==> config.mk <==
export PLATFORM = sky130hd
export DESIGN_NAME = scpoc_top
export DESIGN_NICKNAME = d
export VERILOG_FILES = /design/src/hw/scpoc_pkg.sv /design/src/hw/scpoc_div.sv /design/src/hw/scpoc_top.sv
export VERILOG_INCLUDE_DIRS = /design/src /design/src/hw
export SDC_FILE = /design/constraint.sdc
export NUM_CORES = 1
export LEC_CHECK = 0
export ABC_AREA = 1
export BUFFER_PORTS_ARGS = -buffer_cell sky130_fd_sc_hd__buf_4
export CAP_MARGIN = 20
export CORE_MARGIN = 4
export CORE_UTILIZATION = 40
export DETAILED_ROUTE_END_ITERATION = 8
export GPL_TIMING_DRIVEN = 0
export HOLD_SLACK_MARGIN = 0.06
export PLACE_DENSITY = 0.67
export SYNTH_ARGS = -nofsm -noshare
export SYNTH_HDL_FRONTEND = slang
export SYNTH_HIERARCHICAL = 1
export SYNTH_SLANG_ARGS = --single-unit
==> constraint.sdc <==
create_clock -name MCLK -period 2.2 [get_ports MCLK]
set_input_delay 0.11 -clock MCLK [delete_from_list [all_inputs] [get_ports MCLK]]
set_output_delay 0.11 -clock MCLK [all_outputs]
set_load 0.005 [all_outputs]
==> src/hw/scpoc_defines.svh <==
`ifndef SCPOC_DEFINES_SVH
`define SCPOC_DEFINES_SVH
// ==========================================
// register byte offsets
`define SCPOC_OFS_CTRL 8'h00
`define SCPOC_OFS_MSTP 8'h04
`define SCPOC_OFS_STAT 8'h08
`define SCPOC_OFS_PEND 8'h0C
// ==========================================
// control register fields
`define SCPOC_CTRL_STOP_BIT 0
`define SCPOC_CTRL_DIR_BIT 1
`define SCPOC_CTRL_DIV_LSB 2
`define SCPOC_CTRL_DIV_MSB 4
// ==========================================
// stop control fields and reset values
`define SCPOC_MSTP_DMA_BIT 14
`define SCPOC_MSTP_DTC_BIT 13
`define SCPOC_MSTP_RESET 16'h9FFF
`define SCPOC_EXT_RESET 16'hFFFF
`define SCPOC_CTRL_RESET 5'h00
// ==========================================
// timing
`define SCPOC_MCLK_KHZ 20000
`define SCPOC_MIN_PHI_KHZ 8000
`define SCPOC_STBY_WAIT_TICKS 64
`endif

==> src/hw/scpoc_pkg.sv <==
package scpoc_pkg;
  // processing state of the device, driven by the power controller
  typedef enum logic [2:0] {
    SCPOC_NORMAL,
    SCPOC_SLEEP,
    SCPOC_SW_STBY,
    SCPOC_HW_STBY,
    SCPOC_ALL_STOP
  } scpoc_mode_t;
  typedef logic [2:0] scpoc_div_t;
endpackage : scpoc_pkg

==> src/hw/scpoc_div.sv <==
`timescale 1ns/1ps
// ==========================================
// divided system clock generator: half period of 2**sel cycles
module scpoc_div
#(
  parameter int CNT_W = 8
) (
  // clock and reset
  input wire logic clk,
  input wire logic arst_n,
  input wire logic ce,
  // control
  input wire scpoc_pkg::scpoc_div_t sel,
  // divided clock
  output logic phase,
  output logic rise,
  output logic fall
);
  import scpoc_pkg::*;
  logic [CNT_W-1:0] cnt_ff;
  logic phase_ff;
  logic [CNT_W-1:0] limit;
  logic tick;

  assign limit = CNT_W'((1 << sel) - 1);
  assign tick = (cnt_ff >= limit);
  assign rise = ce & tick & ~phase_ff;
  assign fall = ce & tick & phase_ff;
  assign phase = phase_ff;

  always_ff @(posedge clk or negedge arst_n)
  begin
    if (!arst_n)
      cnt_ff <= '0;
    else if (ce)
      cnt_ff <= tick ? '0 : cnt_ff + CNT_W'(1);
  end

  always_ff @(posedge clk or negedge arst_n)
  begin
    if (!arst_n)
      phase_ff <= 1'b0;
    else if (ce && tick)
      phase_ff <= ~phase_ff;
  end
endmodule : scpoc_div

==> src/hw/scpoc_top.sv <==
// Functional notes
// - stop bit 1 halts clock output at bus cycle end, pin driven high
// - stop bit 0 with direction output lets the clock toggle on the pin
// - direction 0 disables clock output, pin becomes an input
// - pin state follows direction, stop bit and processing state table
// - software standby holds every general port output at its previous level; the clock pin stops high
// - dma/transfer controller stop bits refused while that controller is active
// - stopped peripheral: no interrupt operation, pending sources cannot be cleared
// - clock pin output and standby release wait run from the divided clock
`timescale 1ns/1ps
`include "scpoc_defines.svh"
module scpoc_top #(
  parameter int NPORT = 8,
  parameter int NMOD = 16,
  parameter int WAIT_TICKS = `SCPOC_STBY_WAIT_TICKS
) (
  // clock, reset, enable
  input wire logic MCLK,
  input wire logic ARST_N,
  input wire logic CE,
  // apb slave
  input wire logic PSEL,
  input wire logic PENABLE,
  input wire logic PWRITE,
  input wire logic [7:0] PADDR,
  input wire logic [31:0] PWDATA,
  output logic [31:0] PRDATA,
  output logic PREADY,
  output logic PSLVERR,
  // processing state and bus timing
  input wire scpoc_pkg::scpoc_mode_t PROC_STATE,
  input wire logic BUS_CYC_END,
  // transfer engines
  input wire logic DMA_ACTIVE,
  input wire logic DTC_ACTIVE,
  // clock output pin
  output logic CLK_PIN_O,
  output logic CLK_PIN_OE,
  // general ports
  input wire logic [NPORT-1:0] PORT_DATA,
  input wire logic [NPORT-1:0] PORT_DIR,
  output logic [NPORT-1:0] PORT_O,
  output logic [NPORT-1:0] PORT_OE,
  // peripheral stop and interrupts
  input wire logic [NMOD-1:0] IRQ_REQ,
  input wire logic [NMOD-1:0] IRQ_CLR,
  output logic [NMOD-1:0] MOD_STOP,
  output logic [15:0] EXT_STOP,
  output logic [NMOD-1:0] IRQ_OUT,
  output logic WAKE_READY
);
  import scpoc_pkg::*;

  // ==========================================
  // helpers
  function automatic logic ratio_ok(input scpoc_div_t sel);
    ratio_ok = ((`SCPOC_MCLK_KHZ >> ({1'b0, sel} + 4'h1)) >= `SCPOC_MIN_PHI_KHZ);
  endfunction : ratio_ok

  logic stop_bit_ff, dir_ff;
  scpoc_div_t div_ff;
  logic [NMOD-1:0] mstp_ff, pend_ff;
  logic [15:0] ext_ff;
  logic stop_act_ff, en_ff, pin_ff, oe_ff, wake_ff;
  logic [15:0] wake_cnt_ff;
  logic phase, rise, fall;
  logic acc, wr, hit;
  logic [31:0] rdata;
  logic want_run, in_hw, in_sw;

  assign in_hw = (PROC_STATE == SCPOC_HW_STBY);
  assign in_sw = (PROC_STATE == SCPOC_SW_STBY);

  // ==========================================
  // apb slave: one wait state, so every output is registered
  assign acc = PSEL & PENABLE & ~PREADY;
  assign wr = PSEL & PENABLE & PREADY & PWRITE & CE;
  assign hit = (PADDR == `SCPOC_OFS_CTRL) || (PADDR == `SCPOC_OFS_MSTP) ||
               (PADDR == `SCPOC_OFS_STAT) || (PADDR == `SCPOC_OFS_PEND);

  always_comb
  begin
    rdata = 32'h0000_0000;
    case (PADDR)
      `SCPOC_OFS_CTRL: rdata = {27'h0, div_ff, dir_ff, stop_bit_ff};
      `SCPOC_OFS_MSTP: rdata = {ext_ff, 16'(mstp_ff)};
      `SCPOC_OFS_STAT: rdata = {24'h0, 1'(PROC_STATE == SCPOC_ALL_STOP), wake_ff,
                                stop_act_ff, en_ff, oe_ff, pin_ff, DTC_ACTIVE, DMA_ACTIVE};
      `SCPOC_OFS_PEND: rdata = {16'h0, 16'(pend_ff)};
      default: rdata = 32'h0000_0000;
    endcase
  end

  always_ff @(posedge MCLK or negedge ARST_N)
  begin
    if (!ARST_N)
    begin
      PREADY <= 1'b0;
      PRDATA <= 32'h0000_0000;
      PSLVERR <= 1'b0;
    end
    else if (CE)
    begin
      PREADY <= acc;
      PSLVERR <= acc & ~hit;
      if (acc && !PWRITE)
        PRDATA <= rdata;
    end
  end

  // ==========================================
  // clock control register; a too-slow ratio is refused, old value kept
  always_ff @(posedge MCLK or negedge ARST_N)
  begin
    if (!ARST_N)
      {div_ff, dir_ff, stop_bit_ff} <= `SCPOC_CTRL_RESET;
    else if (wr && PADDR == `SCPOC_OFS_CTRL)
    begin
      stop_bit_ff <= PWDATA[`SCPOC_CTRL_STOP_BIT];
      dir_ff <= PWDATA[`SCPOC_CTRL_DIR_BIT];
      if (ratio_ok(PWDATA[`SCPOC_CTRL_DIV_MSB:`SCPOC_CTRL_DIV_LSB]))
        div_ff <= PWDATA[`SCPOC_CTRL_DIV_MSB:`SCPOC_CTRL_DIV_LSB];
    end
  end

  // ==========================================
  // stop control registers
  always_ff @(posedge MCLK or negedge ARST_N)
  begin
    if (!ARST_N)
    begin
      mstp_ff <= NMOD'(`SCPOC_MSTP_RESET);
      ext_ff <= `SCPOC_EXT_RESET;
    end
    else if (wr && PADDR == `SCPOC_OFS_MSTP)
    begin
      mstp_ff <= PWDATA[NMOD-1:0];
      ext_ff <= PWDATA[31:16];
      // an engine in the middle of a transfer cannot be stopped
      if (DMA_ACTIVE && !mstp_ff[`SCPOC_MSTP_DMA_BIT])
        mstp_ff[`SCPOC_MSTP_DMA_BIT] <= 1'b0;
      if (DTC_ACTIVE && !mstp_ff[`SCPOC_MSTP_DTC_BIT])
        mstp_ff[`SCPOC_MSTP_DTC_BIT] <= 1'b0;
    end
  end

  always_ff @(posedge MCLK or negedge ARST_N)
  begin
    if (!ARST_N)
    begin
      MOD_STOP <= NMOD'(`SCPOC_MSTP_RESET);
      EXT_STOP <= `SCPOC_EXT_RESET;
    end
    else if (CE && BUS_CYC_END)
    begin
      MOD_STOP <= mstp_ff;
      EXT_STOP <= ext_ff;
    end
  end

  // ==========================================
  // interrupt pending: set wins over clear; no clear while stopped
  always_ff @(posedge MCLK or negedge ARST_N)
  begin
    if (!ARST_N)
    begin
      pend_ff <= '0;
      IRQ_OUT <= '0;
    end
    else if (CE)
    begin
      pend_ff <= ((pend_ff & ~(IRQ_CLR & ~MOD_STOP)) | (IRQ_REQ & ~MOD_STOP));
      IRQ_OUT <= pend_ff & ~MOD_STOP;
    end
  end

  // ==========================================
  // divided clock; the clock pin and standby release wait strobes come from it
  scpoc_div #(.CNT_W(8)) u_div (
    .clk(MCLK),
    .arst_n(ARST_N),
    .ce(CE),
    .sel(div_ff),
    .phase(phase),
    .rise(rise),
    .fall(fall)
  );

  // stop bit acts only at bus cycle end
  always_ff @(posedge MCLK or negedge ARST_N)
  begin
    if (!ARST_N)
      stop_act_ff <= 1'b1;
    else if (CE && BUS_CYC_END)
      stop_act_ff <= stop_bit_ff;
  end

  assign want_run = ~stop_act_ff & dir_ff & ~in_sw & ~in_hw;

  // enable changes only where the clock goes high, so no phase is cut short
  always_ff @(posedge MCLK or negedge ARST_N)
  begin
    if (!ARST_N)
      en_ff <= 1'b0;
    else if (rise)
      en_ff <= want_run;
  end

  always_ff @(posedge MCLK or negedge ARST_N)
  begin
    if (!ARST_N)
      pin_ff <= 1'b1;
    else if (rise)
      pin_ff <= 1'b1;
    else if (fall)
      pin_ff <= ~en_ff;
  end

  always_ff @(posedge MCLK or negedge ARST_N)
  begin
    if (!ARST_N)
      oe_ff <= 1'b0;
    else if (CE)
      oe_ff <= dir_ff & ~in_hw;
  end

  assign CLK_PIN_O = pin_ff;
  assign CLK_PIN_OE = oe_ff;

  // ==========================================
  // ports: frozen in software standby, released in hardware standby
  always_ff @(posedge MCLK or negedge ARST_N)
  begin
    if (!ARST_N)
    begin
      PORT_O <= '0;
      PORT_OE <= '0;
    end
    else if (CE && !in_sw)
    begin
      PORT_O <= PORT_DATA;
      PORT_OE <= in_hw ? '0 : PORT_DIR;
    end
  end

  // ==========================================
  // standby release wait, counted in divided clock periods
  always_ff @(posedge MCLK or negedge ARST_N)
  begin
    if (!ARST_N)
    begin
      wake_cnt_ff <= '0;
      wake_ff <= 1'b1;
    end
    else if (CE)
    begin
      if (in_sw || in_hw)
      begin
        wake_cnt_ff <= '0;
        wake_ff <= 1'b0;
      end
      else if (!wake_ff && rise)
      begin
        wake_cnt_ff <= wake_cnt_ff + 16'h0001;
        if (wake_cnt_ff == 16'(WAIT_TICKS - 1))
          wake_ff <= 1'b1;
      end
    end
  end

  assign WAKE_READY = wake_ff;

  // ==========================================
  // checks
  a_stopped_pin_high: assert property (@(posedge MCLK) disable iff (!ARST_N)
    !en_ff |-> CLK_PIN_O) else $error("clock pin not high while stopped");
  a_dir_input_hiz: assert property (@(posedge MCLK) disable iff (!ARST_N)
    (CE && !dir_ff) |=> !CLK_PIN_OE) else $error("clock pin driven with direction input");
  a_hw_stby_hiz: assert property (@(posedge MCLK) disable iff (!ARST_N)
    (CE && in_hw) |=> (!CLK_PIN_OE && PORT_OE == '0)) else $error("pin driven in hardware standby");
  a_run_needs_dir: assert property (@(posedge MCLK) disable iff (!ARST_N)
    $rose(en_ff) |-> ($past(dir_ff) && !$past(stop_act_ff))) else $error("clock started without enable");
  a_port_hold: assert property (@(posedge MCLK) disable iff (!ARST_N)
    (in_sw ##1 in_sw) |-> $stable(PORT_O)) else $error("port output changed in standby");
  a_engine_stop_refuse: assert property (@(posedge MCLK) disable iff (!ARST_N)
    (wr && PADDR == `SCPOC_OFS_MSTP && DMA_ACTIVE && !mstp_ff[`SCPOC_MSTP_DMA_BIT])
    |=> !mstp_ff[`SCPOC_MSTP_DMA_BIT]) else $error("dma stop accepted while active");
  a_no_clear_stopped: assert property (@(posedge MCLK) disable iff (!ARST_N)
    CE |=> ((pend_ff & $past(pend_ff & MOD_STOP)) == $past(pend_ff & MOD_STOP)))
    else $error("pending source cleared while stopped");
  a_ratio_floor: assert property (@(posedge MCLK) disable iff (!ARST_N)
    ratio_ok(div_ff)) else $error("divided clock below minimum");
  a_resume_edge: assert property (@(posedge MCLK) disable iff (!ARST_N)
    $changed(en_ff) |-> ($past(rise) && CLK_PIN_O)) else $error("clock enable changed mid phase");
  a_wake_wait: assert property (@(posedge MCLK) disable iff (!ARST_N)
    (CE && in_sw) |=> !WAKE_READY [*2]) else $error("wake ready during standby");
endmodule : scpoc_top

== Word-level counts from Yosys, hierarchy flattened ==
Cells that the tools add are included.
W data, S select, Z words.

* Register bits: 181
* Bits in latches: 0
* Memory bits (writable): 0
* ROM bits: 0
* Output and inout bits: 101
* Word-level logic and storage cells: 102
* Memories kept: 0

* Add/sub/neg operators: 4
* Multipliers: 0
* Div/mod/pow operators: 0
* Order comparisons: 2
* Equal/unequal tests: 7
* Shift-type cells: 2
* Multiplexer cells: 12
* Bitwise operators: 27
* Reductions and logical operators: 26

{| class="wikitable"
|+ Operator list
! cell !! number
|-
| $pmux W32 S4 || 1
|-
| $and A16 B16 Y16 || 4
|-
| $ge A32 B14 Y1 const B || 1
|-
| $mux W16 || 2
|-
| $not A16 Y16 || 2
|-
| $shr A15 B4 Y32 const A || 1
|-
| $add A16 B1 Y16 const B || 1
|-
| $eq A16 B6 Y1 const B || 1
|-
| $eq A8 B4 Y1 const B || 2
|-
| $mux W8 || 2
|-
| $or A16 B16 Y16 || 1
|-
| $and A1 B1 Y1 || 13
|-
| $logic_and A1 B1 Y1 || 9
|-
| $add A8 B1 Y8 const B || 1
|-
| $eq A8 B3 Y1 const B || 1
|-
| $ge A8 B8 Y1 || 1
|-
| $logic_not A8 Y1 || 1
|-
| $shl A1 B3 Y8 const A || 1
|-
| $sub A8 B2 Y8 const B || 1
|-
| $mux W1 || 7
|-
| $not A1 Y1 || 7
|-
| $eq A3 B2 Y1 const B || 2
|-
| $reduce_and A2 Y1 || 3
|-
| $reduce_bool A2 Y1 || 3
|-
| other kinds (5) || 12
|}

== Longest topological paths before layout ==
Gate-level depths: netlist of the first run.

* Word-level depth: 8
* Mapped depth: 19

== Modules after synthesis ==
The synthesis of the first run kept the hierarchy.

{| class="wikitable"
|+ Modules (own cells, without submodules)
! module !! instances !! cells an instance !! area an instance (sq um) !! seq. area each (sq um)
|-
| scpoc_top || 1 || 874 || 7619.8 || 4383.0
|-
| scpoc_div || 1 || 93 || 670.6 || 225.2
|}

== Worst setup path after synthesis of the first run ==
Ideal clock, no wire load.

* Kind: flip-flop to flip-flop
* Start point: register div_ff[1]
* End point: register wake_cnt_ff[10]
* Library setup time: 117 ps
* Arrival: 1971 ps
* Setup slack: 112 ps
* Stages on the path, launching flop included: 18
* Path buffers: 1
* Clock period less this slack: 2088 ps
* Cells stage by stage: dfrtp_1 > nor2_1 > nand2_1 > ha_1 > nand2_1 > nor2_1 > nor2_1 > nand2_1 > nand2_1 > nand2_1 > nand3_1 > inv_1 > nand3_1 > nand2_2 > buf_4 > nand4_1 > nor2_1 > nor2_1

* Word-level cells in the longest chain between the ends: 8

{| class="wikitable"
|+ Ends and longest elaborated chain
! what !! RTL line !! source
|-
| from (decl) || scpoc_top.sv:61 || <nowiki>scpoc_div_t div_ff;</nowiki>
|-
| from (signal assigned) || scpoc_top.sv:116 || <nowiki>{div_ff, dir_ff, stop_bit_ff} <= `SCPOC_CTRL_RESET;</nowiki>
|-
| from (signal assigned) || scpoc_top.sv:122 || <nowiki>div_ff <= PWDATA[`SCPOC_CTRL_DIV_MSB:`SCPOC_CTRL_DIV_LSB];</nowiki>
|-
| $shl A1 B3 Y8 || scpoc_div.sv:25 || <nowiki>assign limit = CNT_W'((1 << sel) - 1);</nowiki>
|-
| $sub A8 B2 Y8 || scpoc_div.sv:25 ||
|-
| $ge A8 B8 Y1 || scpoc_div.sv:26 || <nowiki>assign tick = (cnt_ff >= limit);</nowiki>
|-
| $and A1 B1 Y1 (2 in a row) || scpoc_div.sv:27 || <nowiki>assign rise = ce & tick & ~phase_ff;</nowiki>
|-
| named net rise || scpoc_top.sv:66 || <nowiki>logic phase, rise, fall;</nowiki>
|-
| $logic_and A1 B1 Y1 || scpoc_top.sv:262 || <nowiki>else if (!wake_ff && rise)</nowiki>
|-
| $reduce_bool A2 Y1 (no source line) || n/a ||
|-
| $reduce_and A2 Y1 (no source line) || n/a ||
|-
| to (signal assigned) || scpoc_top.sv:264 || <nowiki>wake_cnt_ff <= wake_cnt_ff + 16'h0001;</nowiki>
|-
| to (decl) || scpoc_top.sv:65 || <nowiki>logic [15:0] wake_cnt_ff;</nowiki>
|}

The timed path passes the listed nets, and every way through them passes these cells.
A chain may end at the register's enable or synchronous reset.

== Worst setup path in the final report of the first run ==
* Start point: register div_ff[1]
* End point: register wake_cnt_ff[3]

Same word-level chain as after synthesis.

==> metrics.yaml, run 1 <==
rsz0062_at_grt: "yes"
critPathKind: "flip-flop to flip-flop"
holdWs_ns: 0.0745
rows: 52
min_from: "PROC_STATE[2]"
max_freq_ghz: 0.449
drc_errors: 0
finalNonFillerCells: 1574
ir_drop_mv: 0.582
initial_core_util_pct: 40.8
p_per_area_nw_per_um2: 734
grt_usage_pct: 21.2
wl_per_cell_um: 15.8
crit_chain: "nor2_1 > nand2_1 > ha_1 > nand2_1 > nor2_1 > nor2_1 > nand2_1 > nand2_1 > nand2_2 > nand3_2 > inv_2 > nand3_4 > nand2_4 > buf_6 > buf_4 > a21oi_1 > nor3b_1"
top_layer: "met4"
fillers: 1820
hold_class: "input pin to flip-flop"
firstDrtPassIters: 5
clk_pin_slew_ns: 0.08
globalplace.congestion: 0.874
crit_path_end_kind: "flip-flop"
drive_gt1_share_pct: 28.8
pin_count: 201
place_ws_ns: -0.293
clock_path_buffers: 2
cts-root-buf: "clkbuf_16"
dp_hpwl_mm: 16.9
die_h_um: 152
p_switching_mw: 2.39
relSlewSlack_pct: 59.7
die_w_um: 152
grt_max_degree: 107
p_int_mw: 6.33
drt-initial-drc-count: 392
coreArea_um2: 20300
syn_to_final_growth_pct: 43.3
start_kind: "flip-flop"
outcome: "complete, but fails checks"
portBuffers: 200
setup_viol: 1
synth-edff-count: 0
grt_pass1_vias: 7840
worst_path_most_repeated_cell: "nand2_1"
syn-instance-count: 967
drv_cap: 0
grt_pass1_wl_mm: 40.2
cpMaxStageDelayCell: "dfrtp_2"
grt_overflow: 0
final.setup_skew_ns: 0.00920
wl_met3_mm: 1.35
crit_path_start: "div_ff[1]"
ys_types: 36
combinationalPowerShare_pct: 16.9
synth_nets: 1080
ant_nets: 0
max_slew.worst_pin.slew_ns: 0.604
viasPerCell: 4.85
crit_buf_inv: 3
routed-wl-met2_mm: 11.7
fin_util_pct: 58.5
wl_mm: 24.8
clk_latency_ns: 0.43
async_reset_ff_share_pct: 100
required_ns: 2.53
design_area_um2: 11900
p_leak_nw: 6.17
vias: 7631
cts_sinks: 181
swShare_pct: 27.4
cts_buffers: 17
finalNetCount: 1404
pwr-share-clk_pct: 37.9
diodes: 0
antenna_found_initial: 0
wl_met1_mm: 11.1
yosys_warnings: 6
synth_seq_cells: 181
fin_total_pwr_mw: 8.72
setup_slack_ns: -0.0274
regToRegStartpoint: "div_ff[1]"
synthFlopType: "dfrtp_1"
die-area_um2: 23100
violations: "setup timing"
critPathTopFamily: "simple AND/OR/NAND/NOR gates"
yosysSeqAreaShare_pct: 55.6
synthesis.area_um2: 8290
cpPeakStageDelay_ns: 0.45
placed_cells: 1438
p_seq_share_pct: 45.2
crit_arrival_ns: 2.56
cts_tree: "done"
period_needed_ns: 2.23
crit_fanout: 8
hold_viol_final: 0
avgSynthCellArea_um2: 8.57
slew_viol_final: 0
fin_crit_sh_pct: 101
tns_ns: -0.0274
postPlaceCellArea_um2: 10200
ctsHtreeMaxLevel: 4
## Yosys cell counts, types with 8 or more instances
cell	instances	area, µm²
a21oi_1	12	60.1
a32o_1	8	80.1
buf_2	12	60.1
clkbuf_1	9	33.8
dfrtp_1	118	2950
dfstp_2	63	1660
ha_1	13	163
inv_1	134	503
nand2_1	274	1030
nand3_1	45	225
nand4_1	10	62.6
nor2_1	51	191
o21ai_0	100	500
o21ai_1	31	155
o22ai_1	8	50.1
o31ai_1	17	128
or2_2	16	100
## layout by cell type (no fill, tap or decap), drive strengths merged
cell,Yosys,routed
nor3,6,6
dfrtp,118,118
o22ai,8,8
nand4,10,10
conb,1,1
clkinvlp,0,1
nand3b,1,1
nand2,277,277
o21a,3,3
or2,16,16
clkinv,0,3
o31ai,17,17
a21oi,12,12
nand3,45,45
nor2,58,58
nor3b,1,1
inv,140,148
o41ai,1,1
clkbuf,9,26
dlygate4sd3,0,93
xor2,5,5
dfstp,63,63
bufinv,0,3
buf,22,234
o21ai,131,131
ha,13,13
a32o,8,8
a31oi,1,1
o21bai,1,1
## kinds of logic after synthesis
kind of cell	share of synthesized area (%)
buf+inv	8.42
simple gates	21.2
fa+ha+maj	1.96
other cells	0.0452
flops	55.6
xor+xnor	0.528
compound gates	12.3
## layout make-up
type                            instances  area, µm²  share of cell area [%]
Inverter                              140        526                    4.42
Buffer                                 31        176                    1.48
Tap cell                              270        338                    2.84
Clock buffer                           17        425                    3.58
Sequential cell                       181       4610                    38.8
Timing Repair Buffer                  305       2550                    21.5
Clock inverter                         15        209                    1.76
Multi-Input combinational cell        615       3050                    25.6
## power groups by stage
stage	Combinational, mW	Sequential (mW)	Clock (mW)
finish	1.47	3.94	3.30
detailed placement	1.20	3.99	0
global placement	1.15	3.98	0
global route	1.66	3.99	3.49
CTS	1.46	3.94	3.35
floorplan	0.544	3.94	0
## flip-flops by register name, summed over array words and instances (netlist names), 3 cells and up
register	flops
PRDATA	32
EXT_STOP	16
div_ff	3
u_div/cnt_ff	8
PORT_OE	8
IRQ_OUT	16
wake_cnt_ff	16
ext_ff	16
PORT_O	8
pend_ff	16
MOD_STOP	16
mstp_ff	16
## layer usage
metal | vias up | global-route usage [%]
li1 | 3737 | -
met1 | 3643 | 27.6
met2 | 210 | 34.7
met3 | 41 | 5.29
met4 | 0 | 7.62
met5 | - | 0
## tightest hold or removal path: cells and delay by family
| family | cells | cell delay (ns) |
|---|---|---|
| AO/OA/AOI/OAI | 1 | 0.08 |
| buffers and inverters | 1 | 0.12 |
| AND/OR/NAND/NOR | 1 | 0.15 |
## path summary, 6_finish.rpt
| path | end | slack [ns] | cells past startpoint |
|---|---|---|---|
| setup / recovery | wake_cnt_ff[3] | -0.03 | 17 |
| hold / removal | en_ff | 0.07 | 3 |
| hold reg to reg | PRDATA[16] | 0.49 | 2 |
| max in group asynchronous | EXT_STOP[13] | 1.04 | 3 |
| setup reg to reg | wake_cnt_ff[3] | -0.03 | 17 |
| min in group asynchronous | pend_ff[10] | 0.21 | 2 |
## what timing repair did
| action | 4_1_cts | 5_1_grt |
|---|---|---|
| buffers inserted | 8 | 3 |
| hold buffers | 93 | 0 |
| endpoints found under the setup margin | 16 | 19 |
| gates cloned | 0 | 0 |
| pin swaps | 4 | 6 |
| resized for setup | 10 | 12 |
| hold endpoints to repair | 151 | 0 |
No activity file was read; power rests on OpenSTA's default activity.
==> run 2, diff against run 1 <==
- PLACE_DENSITY: 0.67 -> 0.65
- clock period: 2.2 -> 2.8 ns (I/O delays scaled with it)
==> run 2 against run 1 <==
The run now ends clean. Combinational power shrank 27%. Global-route usage shrank 0.45 points. Clock-buffer cell count grew 2. Non-clock buffer count shrank 21. Sequential cell count is the same. Die area is the same. Via count shrank 3.5%. First-iteration DRC count shrank 16%. Worst hold slack lost 0.0027 ns. Worst setup slack gained 0.34 ns. Total power shrank 22%. Largest power group unchanged.
==> metrics.yaml, run 2 (synthesis gave the netlist of run 1 again) <==
ant_nets: 0  # unchanged
cpMaxStageDelayCell: "dfrtp_1"  # was dfrtp_2
critPathTopFamily: "simple AND/OR/NAND/NOR gates"  # unchanged
largest_register: "PRDATA"  # unchanged
drive_gt1_share_pct: 27.1  # was 28.8%
largest_reg_flops: 32  # unchanged
clock_path_buffers: 2  # unchanged
fin_crit_sh_pct: 89.0  # was 101%
relSlewSlack_pct: 58.4  # was 59.7%
critPathKind: "flip-flop to flip-flop"  # unchanged
initial_core_util_pct: 40.8  # unchanged
required_ns: 3.16  # was 2.53 ns
grt_overflow: 0  # unchanged
antenna_found_initial: 0  # unchanged
p_per_area_nw_per_um2: 581  # was 734 nW/µm²
diodes: 0  # unchanged
period_needed_ns: 2.49  # was 2.23 ns
min_from: "IRQ_CLR[0]"  # was PROC_STATE[2]
cpPeakStageDelay_ns: 0.47  # was 0.45 ns
firstDrtPassIters: 5  # unchanged
final.setup_skew_ns: 0.00833  # was 0.00920 ns
globalplace.congestion: 0.862  # was 0.874
crit_buf_inv: 2  # was 3
start_kind: "flip-flop"  # unchanged
coreArea_um2: 20300  # unchanged
crit_chain: "nor2_1 > nand2_1 > ha_1 > nand2_1 > nor2_1 > nor2_1 > nand2_1 > nand2_1 > nand2_1 > nand3_1 > inv_1 > nand3_1 > nand2_2 > buf_4 > nand4_1 > nand2_1 > nand2_1 > nor2_1"  # was nor2_1 > nand2_1 > ha_1 > nand2_1 > nor2_1 > nor2_1 > nand2_1 > nand2_1 > nand2_2 > nand3_2 > inv_2 > nand3_4 > nand2_4 > buf_6 > buf_4 > a21oi_1 > nor3b_1
grt_pass1_wl_mm: 39.4  # was 40.2 mm
tns_ns: 0  # was -0.0274 ns
grt_pass1_vias: 7626  # was 7840
p_leak_nw: 6.07  # was 6.17 nW
rsz0062_at_grt: "no"  # was yes
wl_per_cell_um: 15.3  # was 15.8 µm
grt_max_degree: 102  # was 107
finalNetCount: 1383  # was 1404
die_w_um: 152  # unchanged
crit_arrival_ns: 2.85  # was 2.56 ns
crit_fanout: 10  # was 8
drt-initial-drc-count: 331  # was 392
drc_errors: 0  # unchanged
hold_viol_final: 0  # unchanged
die-area_um2: 23100  # unchanged
clk_latency_ns: 0.43  # about the same
portBuffers: 200  # unchanged
cts_tree: "done"  # unchanged
dp_hpwl_mm: 17.0  # was 16.9 mm
drv_cap: 0  # unchanged
worst_path_most_repeated_cell: "nand2_1"  # unchanged
final_cell_mix: "274 x nand2_1, 204 x buf_4, 134 x inv_1"  # was 272 x nand2_1, 214 x buf_4, 131 x inv_1
cts-root-buf: "clkbuf_16"  # unchanged
syn_to_final_growth_pct: 40.4  # was 43.3%
max_freq_ghz: 0.401  # was 0.449 GHz
slew_viol_final: 0  # unchanged
die_h_um: 152  # unchanged
max_slew.worst_pin.slew_ns: 0.624  # was 0.604 ns
cts_sinks: 181  # unchanged
vias: 7364  # was 7631
pin_count: 201  # unchanged
hold_class: "input pin to flip-flop"  # unchanged
ir_drop_mv: 0.386  # was 0.582 mV
ctsHtreeMaxLevel: 4  # unchanged
rows: 52  # unchanged
cts_buffers: 17  # unchanged
postCtsSetupRepairBufs: 0  # was 8
outcome: "finished, final reports clean"  # was complete, but fails checks
crit_path_end_kind: "flip-flop"  # unchanged
grt_usage_pct: 20.8  # was 21.2%
clk_pin_slew_ns: 0.07  # was 0.08 ns
crit_path_start: "div_ff[1]"  # unchanged
final_common_cell: "nand2_1"  # unchanged
holdWs_ns: 0.0718  # was 0.0745 ns
fin_util_pct: 57.3  # was 58.5%
setup_viol: 0  # was 1
wl_mm: 23.8  # was 24.8 mm
viasPerCell: 4.74  # was 4.85
post_cts_resized: 0  # was 10
regToRegStartpoint: "div_ff[1]"  # unchanged
fin_total_pwr_mw: 6.76  # was 8.72 mW
-- run 2: cell count changes in the layout (fill, tap and decap cells not counted), sizes merged --
cell         change
buf             -11
clkbuf           +2
clkinvlp         +1
dlygate4sd3     -10
inv              -3
-- run 2: worst paths after layout --
| kind | endpoint | slack (ns) | cells after the start |
|---|---|---|---|
| max | wake_cnt_ff[10] | 0.31 | 18 |
| min | pend_ff[0] | 0.07 | 4 |
| max reg2reg | wake_cnt_ff[10] | 0.31 | 18 |
| min reg2reg | IRQ_OUT[6] | 0.48 | 2 |
| max in group asynchronous | mstp_ff[6] | 1.60 | 3 |
| min in group asynchronous | wake_cnt_ff[15] | 0.28 | 2 |
-- run 2: worst reg2reg max path, delay by kind of cell, from the launching register on --
kind	cells	cell delay, ns
simple gates	15	1.39
buf+inv	2	0.29
fa+ha+maj	1	0.27
flops	1	0.47
-- run 2: metal layers --
layer / global-route usage (%) / share of wire (%)
met3: 4.89 / 5.8
met1: 27.3 / 45
met2: 34.5 / 48
met5: 0 / 0
met4: 6.21 / 1.6
-- run 2: report_power, final --
part           total, mW  switching [mW]  internal [mW]
logic               1.08           0.511          0.569
registers           3.10           0.193           2.91
clock network       2.59            1.09           1.49
total               6.76            1.80           4.97
-- run 2: layout make-up --
| type | count | area (µm²) |
|---|---|---|
| Tap cell | 270 | 338 |
| Buffer | 31 | 173 |
| Clock buffer | 19 | 454 |
| Multi-Input combinational cell | 615 | 2980 |
| Sequential cell | 181 | 4610 |
| Inverter | 140 | 526 |
| Clock inverter | 13 | 188 |
| Fill cell | 1827 | 8660 |
| Timing Repair Buffer | 284 | 2370 |
-- run 2: timing repair --
item                                    4_1_cts  5_1_grt
hold endpoints to repair                    114        0
hold buffers                                 83        0
endpoints found under the setup margin        0        0
-- run 2: per-stage QoR --
stage / cells / area (µm²) / setup WS (ns)
floorplan: 967 / 8290 / 0.712
global placement: 1437 / 10100 / 0.359
detailed placement: 1438 / 10200 / 0.328
CTS: 1553 / 11600 / 0.316
global route: 1553 / 11600 / 0.0632
finish: 1553 / 11600 / 0.309
